==> src/tsf_pkg.sv <==
// Shared constants for the two-wire bus status flag block.
// Functional notes
// - Transfer done flag sets after byte plus acknowledge.
// - Data access in current direction clears transfer done.
// - Primary or nonzero range address match sets addressed.
// - Enabled general call sets addressed flag.
// - Enabled second address match sets addressed flag.
// - Enabled alert response address sets addressed flag.
// - Enabled span between two addresses sets addressed.
// - Addressed flag rises before the address acknowledge.
// - Any control register write clears addressed flag.
// - Busy sets on START, clears on STOP.
// - Arbitration lost sets in hardware, write one clears.
// - Target direction follows received read/write bit.
package tsf_pkg;
   localparam int ADDR_W = 6;
   localparam int DATA_W = 32;
   localparam int IDX_W = 4;
   // Register indices; the byte address is four times the index.
   localparam logic [IDX_W-1:0] IDX_CTRL       = 4'h0;
   localparam logic [IDX_W-1:0] IDX_PRIMARY    = 4'h1;
   localparam logic [IDX_W-1:0] IDX_RANGE      = 4'h2;
   localparam logic [IDX_W-1:0] IDX_STATUS     = 4'h3;
   localparam logic [IDX_W-1:0] IDX_DATA       = 4'h4;
   localparam logic [IDX_W-1:0] IDX_SECOND     = 4'h5;
   localparam logic [IDX_W-1:0] IDX_INT_STATUS = 4'h6;
   localparam logic [IDX_W-1:0] IDX_INT_MASK   = 4'h7;
   // Status register field positions.
   localparam int ST_DONE_BIT = 7;
   localparam int ST_ADDR_BIT = 6;
   localparam int ST_BUSY_BIT = 5;
   localparam int ST_ARB_BIT  = 4;
   localparam int ST_DIR_BIT  = 2;
   // Control register field positions.
   localparam int CTRL_TX_BIT     = 4;
   localparam int CTRL_GC_BIT     = 3;
   localparam int CTRL_SECOND_BIT = 2;
   localparam int CTRL_ALERT_BIT  = 1;
   localparam int CTRL_RANGE_BIT  = 0;
   // Event positions shared by interrupt status and mask.
   localparam int EV_W     = 5;
   localparam int EV_DONE  = 0;
   localparam int EV_ADDR  = 1;
   localparam int EV_ARB   = 2;
   localparam int EV_START = 3;
   localparam int EV_STOP  = 4;
   // Reset values.
   localparam logic [7:0]      CTRL_RESET = 8'h00;
   localparam logic [7:0]      ADDR_RESET = 8'h00;
   localparam logic [7:0]      DATA_RESET = 8'h00;
   localparam logic [EV_W-1:0] MASK_RESET = 5'h00;
   // Special bus addresses, seven bits.
   localparam logic [6:0] GENERAL_CALL_ADDR = 7'h00;
   localparam logic [6:0] ALERT_ADDR        = 7'h0C;
   // Bit counter marks within a byte frame.
   localparam logic [3:0] BIT_LAST_DATA = 4'h8;
   localparam logic [3:0] BIT_ACK       = 4'h9;
   // Bus responses.
   localparam logic [1:0] RESP_OKAY   = 2'h0;
   localparam logic [1:0] RESP_SLVERR = 2'h2;
endpackage : tsf_pkg

==> src/tsf_mon_if.sv <==
// Interface carrying bus monitor events to the status core.
`timescale 1ns/1ns
interface tsf_mon_if;
   logic       start_det;
   logic       stop_det;
   logic       byte_ready;
   logic       byte_done;
   logic       first_byte;
   logic       sda_low_rise;
   logic [7:0] rx_byte;
   modport mon  (output start_det, stop_det, byte_ready, byte_done, first_byte,
                 sda_low_rise, rx_byte);
   modport core (input start_det, stop_det, byte_ready, byte_done, first_byte,
                 sda_low_rise, rx_byte);
endinterface : tsf_mon_if

==> src/tsf_bus_mon.sv <==
// Two-wire bus monitor: pin synchronisers, START/STOP and byte framing.
`timescale 1ns/1ns
module tsf_bus_mon
   import tsf_pkg::*;
(
   input  wire logic aclk,
   input  wire logic aresetn,
   input  wire logic scl_in,
   input  wire logic sda_in,
   tsf_mon_if.mon    mon
);
   logic       scl_meta_reg;
   logic       scl_sync_reg;
   logic       scl_prev_reg;
   logic       sda_meta_reg;
   logic       sda_sync_reg;
   logic       sda_prev_reg;
   logic [3:0] bit_cnt_reg;
   logic [7:0] shift_reg;
   logic       first_byte_reg;
   logic       in_frame_reg;
   logic       scl_rise;
   logic       scl_fall;

   // Two flip-flops per pin, then one more stage to find edges.
   always_ff @(posedge aclk) begin
      if (!aresetn) begin
         scl_meta_reg <= 1'b1;
         scl_sync_reg <= 1'b1;
         scl_prev_reg <= 1'b1;
         sda_meta_reg <= 1'b1;
         sda_sync_reg <= 1'b1;
         sda_prev_reg <= 1'b1;
      end else begin
         scl_meta_reg <= scl_in;
         scl_sync_reg <= scl_meta_reg;
         scl_prev_reg <= scl_sync_reg;
         sda_meta_reg <= sda_in;
         sda_sync_reg <= sda_meta_reg;
         sda_prev_reg <= sda_sync_reg;
      end
   end

   // Data falling or rising while the clock stays high marks START or STOP.
   assign scl_rise      = scl_sync_reg & ~scl_prev_reg;
   assign scl_fall      = ~scl_sync_reg & scl_prev_reg;
   assign mon.start_det = scl_sync_reg & scl_prev_reg & sda_prev_reg & ~sda_sync_reg;
   assign mon.stop_det  = scl_sync_reg & scl_prev_reg & ~sda_prev_reg & sda_sync_reg;

   // Bits count on clock rises; the eighth fall ends data, the ninth ends ack.
   always_ff @(posedge aclk) begin
      if (!aresetn) begin
         bit_cnt_reg    <= 4'h0;
         shift_reg      <= 8'h00;
         first_byte_reg <= 1'b0;
         in_frame_reg   <= 1'b0;
      end else if (mon.start_det || mon.stop_det) begin
         bit_cnt_reg    <= 4'h0;
         first_byte_reg <= mon.start_det;
         in_frame_reg   <= mon.start_det;
      end else if (in_frame_reg && scl_rise) begin
         if (bit_cnt_reg < BIT_ACK) begin
            bit_cnt_reg <= bit_cnt_reg + 4'h1;
         end
         if (bit_cnt_reg < BIT_LAST_DATA) begin
            shift_reg <= {shift_reg[6:0], sda_sync_reg};
         end
      end else if (in_frame_reg && scl_fall && bit_cnt_reg == BIT_ACK) begin
         bit_cnt_reg    <= 4'h0;
         first_byte_reg <= 1'b0;
      end
   end

   // Byte-ready fires on the fall before the acknowledge slot.
   assign mon.byte_ready   = in_frame_reg & scl_fall & (bit_cnt_reg == BIT_LAST_DATA);
   assign mon.byte_done    = in_frame_reg & scl_fall & (bit_cnt_reg == BIT_ACK);
   assign mon.first_byte   = first_byte_reg;
   assign mon.rx_byte      = shift_reg;
   assign mon.sda_low_rise = scl_rise & ~sda_sync_reg;
endmodule : tsf_bus_mon

==> src/tsf_status_top.sv <==
// Status flag core of the two-wire bus controller with its register slave.
`timescale 1ns/1ns
module tsf_status_top
   import tsf_pkg::*;
(
   input  wire logic              aclk,
   input  wire logic              aresetn,
   input  wire logic [ADDR_W-1:0] awaddr,
   input  wire logic              awvalid,
   output logic                   awready,
   input  wire logic [DATA_W-1:0] wdata,
   input  wire logic [3:0]        wstrb,
   input  wire logic              wvalid,
   output logic                   wready,
   output logic [1:0]             bresp,
   output logic                   bvalid,
   input  wire logic              bready,
   input  wire logic [ADDR_W-1:0] araddr,
   input  wire logic              arvalid,
   output logic                   arready,
   output logic [DATA_W-1:0]      rdata,
   output logic [1:0]             rresp,
   output logic                   rvalid,
   input  wire logic              rready,
   input  wire logic              scl_in,
   input  wire logic              sda_in,
   input  wire logic              master_active,
   input  wire logic              master_sda_release,
   output logic                   irq
);
   tsf_mon_if mon_bus ();

   // Bus slave state.
   logic              awready_reg;
   logic              wready_reg;
   logic              bvalid_reg;
   logic [1:0]        bresp_reg;
   logic              arready_reg;
   logic              rvalid_reg;
   logic [1:0]        rresp_reg;
   logic [DATA_W-1:0] rdata_reg;
   logic [IDX_W-1:0]  wr_idx_reg;
   logic [7:0]        wdata_reg;
   logic              wlane_reg;
   logic [IDX_W-1:0]  rd_idx_reg;
   logic              rd_pend_reg;
   logic              wr_do;
   logic              rd_do;
   logic              wr_hit;

   // Software registers.
   logic [7:0]        first_control_reg;
   logic [7:0]        primary_address_reg;
   logic [7:0]        range_address_reg;
   logic [7:0]        second_address_reg;
   logic [7:0]        data_reg;
   logic [EV_W-1:0]   int_status_reg;
   logic [EV_W-1:0]   int_status_next;
   logic [EV_W-1:0]   int_mask_reg;
   logic              irq_reg;

   // Status flags.
   logic              transfer_done_flag_reg;
   logic              addressed_as_target_flag_reg;
   logic              bus_busy_flag_reg;
   logic              arbitration_lost_flag_reg;
   logic              target_direction_bit_reg;

   // Decoded conditions.
   logic [6:0]        call_addr;
   logic              primary_hit;
   logic              range_reg_hit;
   logic              general_call_hit;
   logic              second_hit;
   logic              alert_hit;
   logic              span_hit;
   logic              addr_hit;
   logic              arb_lost_evt;
   logic              data_access_clr;
   logic [EV_W-1:0]   events;
   logic [EV_W-1:0]   int_clr;
   logic [7:0]        status_byte;
   logic [DATA_W-1:0] rdata_next;
   logic              rd_mapped;

   // Pin synchronisers and byte framing.
   tsf_bus_mon u_bus_mon (
      .aclk    (aclk),
      .aresetn (aresetn),
      .scl_in  (scl_in),
      .sda_in  (sda_in),
      .mon     (mon_bus.mon)
   );

   // Write address and data are taken in either order, then acted on together.
   assign wr_do  = !awready_reg && !wready_reg && !bvalid_reg;
   assign wr_hit = wr_do && wlane_reg;

   always_ff @(posedge aclk) begin
      if (!aresetn) begin
         awready_reg <= 1'b1;
         wready_reg  <= 1'b1;
         bvalid_reg  <= 1'b0;
         bresp_reg   <= RESP_OKAY;
         wr_idx_reg  <= 4'h0;
         wdata_reg   <= 8'h00;
         wlane_reg   <= 1'b0;
      end else begin
         if (awvalid && awready_reg) begin
            awready_reg <= 1'b0;
            wr_idx_reg  <= awaddr[ADDR_W-1:2];
         end
         if (wvalid && wready_reg) begin
            wready_reg <= 1'b0;
            wdata_reg  <= wdata[7:0];
            wlane_reg  <= wstrb[0];
         end
         if (wr_do) begin
            bvalid_reg <= 1'b1;
            bresp_reg  <= (wr_idx_reg <= IDX_INT_MASK) ? RESP_OKAY : RESP_SLVERR;
         end
         if (bvalid_reg && bready) begin
            bvalid_reg  <= 1'b0;
            awready_reg <= 1'b1;
            wready_reg  <= 1'b1;
         end
      end
   end

   // Reads answer one cycle after the address is taken.
   assign rd_do     = rd_pend_reg && !rvalid_reg;
   assign rd_mapped = rd_idx_reg <= IDX_INT_MASK;

   always_ff @(posedge aclk) begin
      if (!aresetn) begin
         arready_reg <= 1'b1;
         rvalid_reg  <= 1'b0;
         rresp_reg   <= RESP_OKAY;
         rdata_reg   <= 32'h0000_0000;
         rd_idx_reg  <= 4'h0;
         rd_pend_reg <= 1'b0;
      end else begin
         if (arvalid && arready_reg) begin
            arready_reg <= 1'b0;
            rd_pend_reg <= 1'b1;
            rd_idx_reg  <= araddr[ADDR_W-1:2];
         end
         if (rd_do) begin
            rvalid_reg  <= 1'b1;
            rd_pend_reg <= 1'b0;
            rdata_reg   <= rdata_next;
            rresp_reg   <= rd_mapped ? RESP_OKAY : RESP_SLVERR;
         end
         if (rvalid_reg && rready) begin
            rvalid_reg  <= 1'b0;
            arready_reg <= 1'b1;
         end
      end
   end

   // Status byte always shows live flags; unused bits read zero.
   always_comb begin
      status_byte              = 8'h00;
      status_byte[ST_DONE_BIT] = transfer_done_flag_reg;
      status_byte[ST_ADDR_BIT] = addressed_as_target_flag_reg;
      status_byte[ST_BUSY_BIT] = bus_busy_flag_reg;
      status_byte[ST_ARB_BIT]  = arbitration_lost_flag_reg;
      status_byte[ST_DIR_BIT]  = target_direction_bit_reg;
   end

   // Read data mux; eight-bit registers sit in the low byte.
   always_comb begin
      rdata_next = 32'h0000_0000;
      unique case (rd_idx_reg)
         IDX_CTRL:       rdata_next[7:0] = first_control_reg;
         IDX_PRIMARY:    rdata_next[7:0] = primary_address_reg;
         IDX_RANGE:      rdata_next[7:0] = range_address_reg;
         IDX_STATUS:     rdata_next[7:0] = status_byte;
         IDX_DATA:       rdata_next[7:0] = data_reg;
         IDX_SECOND:     rdata_next[7:0] = second_address_reg;
         IDX_INT_STATUS: rdata_next[EV_W-1:0] = int_status_reg;
         IDX_INT_MASK:   rdata_next[EV_W-1:0] = int_mask_reg;
         default:        rdata_next = 32'h0000_0000;
      endcase
   end

   // Control and address registers written from software.
   always_ff @(posedge aclk) begin
      if (!aresetn) begin
         first_control_reg   <= CTRL_RESET;
         primary_address_reg <= ADDR_RESET;
         range_address_reg   <= ADDR_RESET;
         second_address_reg  <= ADDR_RESET;
         int_mask_reg        <= MASK_RESET;
      end else if (wr_hit) begin
         if (wr_idx_reg == IDX_CTRL) begin
            first_control_reg <= wdata_reg;
         end
         if (wr_idx_reg == IDX_PRIMARY) begin
            primary_address_reg <= wdata_reg;
         end
         if (wr_idx_reg == IDX_RANGE) begin
            range_address_reg <= wdata_reg;
         end
         if (wr_idx_reg == IDX_SECOND) begin
            second_address_reg <= wdata_reg;
         end
         if (wr_idx_reg == IDX_INT_MASK) begin
            int_mask_reg <= wdata_reg[EV_W-1:0];
         end
      end
   end

   // Data register holds the last received byte or the byte software wrote.
   always_ff @(posedge aclk) begin
      if (!aresetn) begin
         data_reg <= DATA_RESET;
      end else if (wr_hit && wr_idx_reg == IDX_DATA) begin
         data_reg <= wdata_reg;
      end else if (mon_bus.byte_ready && !first_control_reg[CTRL_TX_BIT]) begin
         data_reg <= mon_bus.rx_byte;
      end
   end

   // Calling address comparisons against every enabled source.
   assign call_addr        = mon_bus.rx_byte[7:1];
   assign primary_hit      = (call_addr != GENERAL_CALL_ADDR)
                             && (call_addr == primary_address_reg[7:1]);
   assign range_reg_hit    = (range_address_reg[7:1] != 7'h00)
                             && (call_addr == range_address_reg[7:1]);
   assign general_call_hit = first_control_reg[CTRL_GC_BIT]
                             && (call_addr == GENERAL_CALL_ADDR)
                             && !mon_bus.rx_byte[0];
   assign second_hit       = first_control_reg[CTRL_SECOND_BIT]
                             && (call_addr == second_address_reg[7:1]);
   assign alert_hit        = first_control_reg[CTRL_ALERT_BIT]
                             && (call_addr == ALERT_ADDR);
   assign span_hit         = first_control_reg[CTRL_RANGE_BIT]
                             && (call_addr >= primary_address_reg[7:1])
                             && (call_addr <= range_address_reg[7:1]);

   // Matching is judged on the fall that ends the eighth bit, ahead of ack.
   assign addr_hit = mon_bus.byte_ready && mon_bus.first_byte
                     && (primary_hit || range_reg_hit || general_call_hit
                         || second_hit || alert_hit || span_hit);

   // Arbitration is lost when our released data line reads low at a clock rise.
   assign arb_lost_evt = master_active && master_sda_release && mon_bus.sda_low_rise;

   // A data access in the selected direction consumes the finished byte.
   assign data_access_clr = first_control_reg[CTRL_TX_BIT]
                            ? (wr_hit && wr_idx_reg == IDX_DATA)
                            : (rd_do && rd_idx_reg == IDX_DATA);

   // Transfer done: the set wins over a clear in the same cycle.
   always_ff @(posedge aclk) begin
      if (!aresetn) begin
         transfer_done_flag_reg <= 1'b0;
      end else if (mon_bus.byte_done) begin
         transfer_done_flag_reg <= 1'b1;
      end else if (data_access_clr) begin
         transfer_done_flag_reg <= 1'b0;
      end
   end

   // Addressed flag and target direction, latched together on a match.
   always_ff @(posedge aclk) begin
      if (!aresetn) begin
         addressed_as_target_flag_reg <= 1'b0;
         target_direction_bit_reg     <= 1'b0;
      end else if (addr_hit) begin
         addressed_as_target_flag_reg <= 1'b1;
         target_direction_bit_reg     <= mon_bus.rx_byte[0];
      end else if (wr_do && wr_idx_reg == IDX_CTRL) begin
         addressed_as_target_flag_reg <= 1'b0;
      end
   end

   // Bus occupancy follows START and STOP whatever our role.
   always_ff @(posedge aclk) begin
      if (!aresetn) begin
         bus_busy_flag_reg <= 1'b0;
      end else if (mon_bus.start_det) begin
         bus_busy_flag_reg <= 1'b1;
      end else if (mon_bus.stop_det) begin
         bus_busy_flag_reg <= 1'b0;
      end
   end

   // Arbitration lost: sticky, write one to clear, the set wins.
   always_ff @(posedge aclk) begin
      if (!aresetn) begin
         arbitration_lost_flag_reg <= 1'b0;
      end else if (arb_lost_evt) begin
         arbitration_lost_flag_reg <= 1'b1;
      end else if (wr_hit && wr_idx_reg == IDX_STATUS && wdata_reg[ST_ARB_BIT]) begin
         arbitration_lost_flag_reg <= 1'b0;
      end
   end

   // Interrupt events and their write-one clears.
   always_comb begin
      events           = '0;
      events[EV_DONE]  = mon_bus.byte_done;
      events[EV_ADDR]  = addr_hit;
      events[EV_ARB]   = arb_lost_evt;
      events[EV_START] = mon_bus.start_det;
      events[EV_STOP]  = mon_bus.stop_det;
   end

   assign int_clr = (wr_hit && wr_idx_reg == IDX_INT_STATUS)
                    ? wdata_reg[EV_W-1:0] : '0;

   // Each sticky bit sets on its event, which wins over a clear.
   for (genvar i = 0; i < EV_W; i++) begin : g_int
      assign int_status_next[i] = events[i] | (int_status_reg[i] & ~int_clr[i]);
   end

   // Interrupt status and the level output driven from a flop.
   always_ff @(posedge aclk) begin
      if (!aresetn) begin
         int_status_reg <= '0;
         irq_reg        <= 1'b0;
      end else begin
         int_status_reg <= int_status_next;
         irq_reg        <= |(int_status_next & int_mask_reg);
      end
   end

   // Top outputs straight from flip-flops.
   assign awready = awready_reg;
   assign wready  = wready_reg;
   assign bvalid  = bvalid_reg;
   assign bresp   = bresp_reg;
   assign arready = arready_reg;
   assign rvalid  = rvalid_reg;
   assign rresp   = rresp_reg;
   assign rdata   = rdata_reg;
   assign irq     = irq_reg;
endmodule : tsf_status_top
==> config.mk <==
export PLATFORM = sky130hd
export DESIGN_NAME = tsf_status_top
export DESIGN_NICKNAME = d
export VERILOG_FILES = /design/src/tsf_pkg.sv /design/src/tsf_mon_if.sv /design/src/tsf_bus_mon.sv /design/src/tsf_status_top.sv
export SDC_FILE = /design/constraint.sdc
export NUM_CORES = 1
export LEC_CHECK = 0
export BUFFER_PORTS_ARGS = -buffer_cell sky130_fd_sc_hd__clkbuf_2
export CAP_MARGIN = 20
export CORE_MARGIN = 1
export CORE_UTILIZATION = 50
export CTS_CLUSTER_DIAMETER = 120
export DETAILED_ROUTE_END_ITERATION = 6
export PLACE_DENSITY = 0.76
export SLEW_MARGIN = 0
export SYNTH_ARGS = -nofsm -noshare
export SYNTH_HDL_FRONTEND = slang
export SYNTH_SLANG_ARGS = --single-unit
==> constraint.sdc <==
create_clock -name aclk -period 2.1 [get_ports aclk]
set_clock_uncertainty 0.2 [all_clocks]
set_input_delay 0 -clock aclk [delete_from_list [all_inputs] [get_ports aclk]]
set_output_delay 0 -clock aclk [all_outputs]
set_load 0.01 [all_outputs]
==> flow_summary.ini <==
[critical_path]
rr_worst_depth = 6
cp_slowest_cell = or4_4
rr_startpoint = range_address_reg[4]
cp_max_fo = 4
crit_arrival_ns = 2.17
regToRegSetupSlack_ns = 0.04
cp-startpoint = range_address_reg[4]
crit_path_start_kind = register
crit_family = simple AND/OR/NAND/NOR gates
slowest_delay_ns = 0.55
worstSetupEndpointType = register
required_ns = 2.21
endpoint = target_direction_bit_reg
r2r_end = target_direction_bit_reg
crit_cells = 6
path_cells = or4_4, nor4_4, o32a_1, a31oi_1, a31oi_2, mux2i_1
critPathBufInv = 0
crit_type = reg2reg

[sta]
hold_violations = 0
clock.fmax_mhz = 486
period_needed_ns = 2.06
grt_setup_unrepaired = true
drv_slew = 0
min_period_over_period = 0.980
fin_ws_ns = 0.0423
finalSetupViolCount = 0

[layout]
nets = 800
drive_above_1_share = 0.181
syn2layout_area_growth_pct = 24.7
fin_cells = 865
insertedDiodeCount = 0
final_util = 0.649

[place]
dp_hpwl_mm = 9.96
gp_congestion = 1.01
port_buffers = 43
dp.cells = 794
dp_worst_setup_slack_ns = -0.0428

[synthesis]
synth_enable_flop_cells = 0
synth_ff_type = dfxtp_1
syn_area_per_cell_um2 = 8.83
ys_ff_latch = 108
ys_warn_count = 0
synthArstFlopShare = 0
seq_area_frac_synth = 0.399
syn_inst = 614
synthesis.area_um2 = 5420
ys_types = 49

[clock_tree]
clock_latency_ns = 0.37
clockBufferDepth = 2
cts.clk_slew.worst_paths_ns = 0.11
htree_levels = 3
cts_tree = yes
clock-sinks = 108
cts_root_buf = clkbuf_8
numCtsBuffers = 9

[route]
first_pass_iters = 5
drtAntennaViolNets = 0
via_per_inst = 5.57
drt_iter0_drc = 324
vias = 4816
drt-total-wl_mm = 14.5
route.detailed.wl_per_inst_um = 16.8
drc_errors = 0

[worst_hold_path]
hold_path_class = in2reg

[global_route]
overflow = 0
grt_max_degree = 49
grt_util_all_layers = 0.264
grt_pass1_vias = 4627
antenna_found_initial = 0
grt_pass1_wl_mm = 22.9

[die]
io_pins = 101
num_rows = 37
start_util = 0.521
fp.dieH_um = 106
dieArea_um2 = 11300
core_area_um2 = 10400
die_x_um = 106

[power]
powerDensity_nw_per_um2 = 567
power_mw = 3.83
p_leak_nw = 2.76
peakVddDrop_v = 0.000323

[outcome]
outcome = complete, no violations

[run]
maxCapViolations = 0
how the worst min path moves through the flow:
stage	start	slack [ns]	cells after the start	endpoint
detailed placement	sda_in	-0.01	2	u_bus_mon.sda_meta_reg
CTS	wvalid	0.03	4	wdata_reg[2]
global placement	sda_in	-0.02	2	u_bus_mon.sda_meta_reg
floorplan	arvalid	-0.11	1	arready
global route	wvalid	0.13	4	wdata_reg[3]
finish	wvalid	0.07	4	wdata_reg[2]
per-stage QoR:
| stage | setup TNS (ns) | area [um2] | hold WS [ns] |
|---|---|---|---|
| floorplan | 0 | 5520 | -0.114 |
| global placement | 0 | 5910 | -0.0174 |
| detailed placement | -0.0488 | 5910 | -0.0128 |
| CTS | 0 | 6670 | 0.0333 |
| global route | -0.116 | 6760 | 0.129 |
| finish | 0 | 6760 | 0.0670 |
routing by layer:
metal	global-route usage	up-vias	share of wire
met4	0.110	0	0.028
met2	0.450	191	0.49
met3	0.0619	32	0.064
li1	-	2290	-
met5	0	-	0
met1	0.318	2303	0.42
cell families (layout without fill, tap and decap cells):
| kind of cell | Yosys count | in the layout | synth area share |
|---|---|---|---|
| flops | 108 | 108 | 0.399 |
| fa+ha+maj | 17 | 17 | 0.0392 |
| compound gates | 123 | 123 | 0.158 |
| xor+xnor | 8 | 8 | 0.0129 |
| mux | 49 | 49 | 0.109 |
| other cells | 1 | 26 | 0.000691 |
| buf+inv | 90 | 180 | 0.0821 |
| simple gates | 218 | 218 | 0.200 |
final cells by class:
class	instances	area, um2
repair buffers	138	1110
flip-flops and latches	108	2180
clock inverters	6	71.3
well taps	136	170
fillers	852	3650
inverters	26	97.6
multi-input cells	441	3000
clock buffers	10	138
power breakdown:
part           internal (mW)  switching (mW)  total [mW]  leakage (nW)
logic                  0.195           0.203       0.397          1.78
registers               2.09          0.0345        2.12         0.879
clock network          0.595           0.723        1.32         0.104
synth_stat cells (3+ instances only):
library cell  instances  share of area
nand4_1               7         0.0081
and3b_1               3         0.0048
inv_1                26          0.018
buf_2                 8         0.0074
o21ai_0               4         0.0037
o21ai_1              20          0.018
a21boi_1             48          0.066
o21a_1                8          0.011
dfxtp_1             108           0.40
a41oi_1               5         0.0081
mux4_2                8          0.033
nor2b_1              31          0.036
nand2_1              85          0.059
a21oi_1              15          0.014
nand4b_1              3         0.0048
nand3b_1              4         0.0055
mux2i_1              40          0.074
nor2_1               19          0.013
clkbuf_1             29          0.020
a31oi_1               4         0.0046
ha_1                 17          0.039
nand3_1              42          0.039
buf_4                26          0.036
nor3b_1               3         0.0042
xor2_1                7          0.011
o211a_1               8          0.015
nand2b_1              9          0.010
repair_timing:
item                                   4_1_cts  5_1_grt
setup endpoints to repair                    1       12
setup buffers                                0        2
pin swaps                                    0        8
gates cloned                                 0        0
endpoints found under the hold margin       36        0
resized for setup                            2       24
hold buffers                                55        0
cell usage in the layout (no fill, tap or decap), types with 9 or more instances in the layout:
master and instances:
inv_1 25, clkbuf_2 42, dfxtp_2 9, a21boi_1 48, ha_1 13, mux2i_1 40
buf_4 38, nand2b_1 9, dlygate4sd3_1 53, nand2_1 85, o21ai_1 21, a21oi_1 14
nor2_1 19, dfxtp_1 98, nand3_1 42, conb_1 26, nor2b_1 30, clkbuf_8 10
worst register-to-register path, cell delays in order, from the launching register on:
cell and delay, ns:
dfxtp_2 0.35, or4_4 0.55, nor4_4 0.14, o32a_1 0.17, a31oi_1 0.09, a31oi_2 0.27, mux2i_1 0.21
Power figures use the tool's default switching activity.
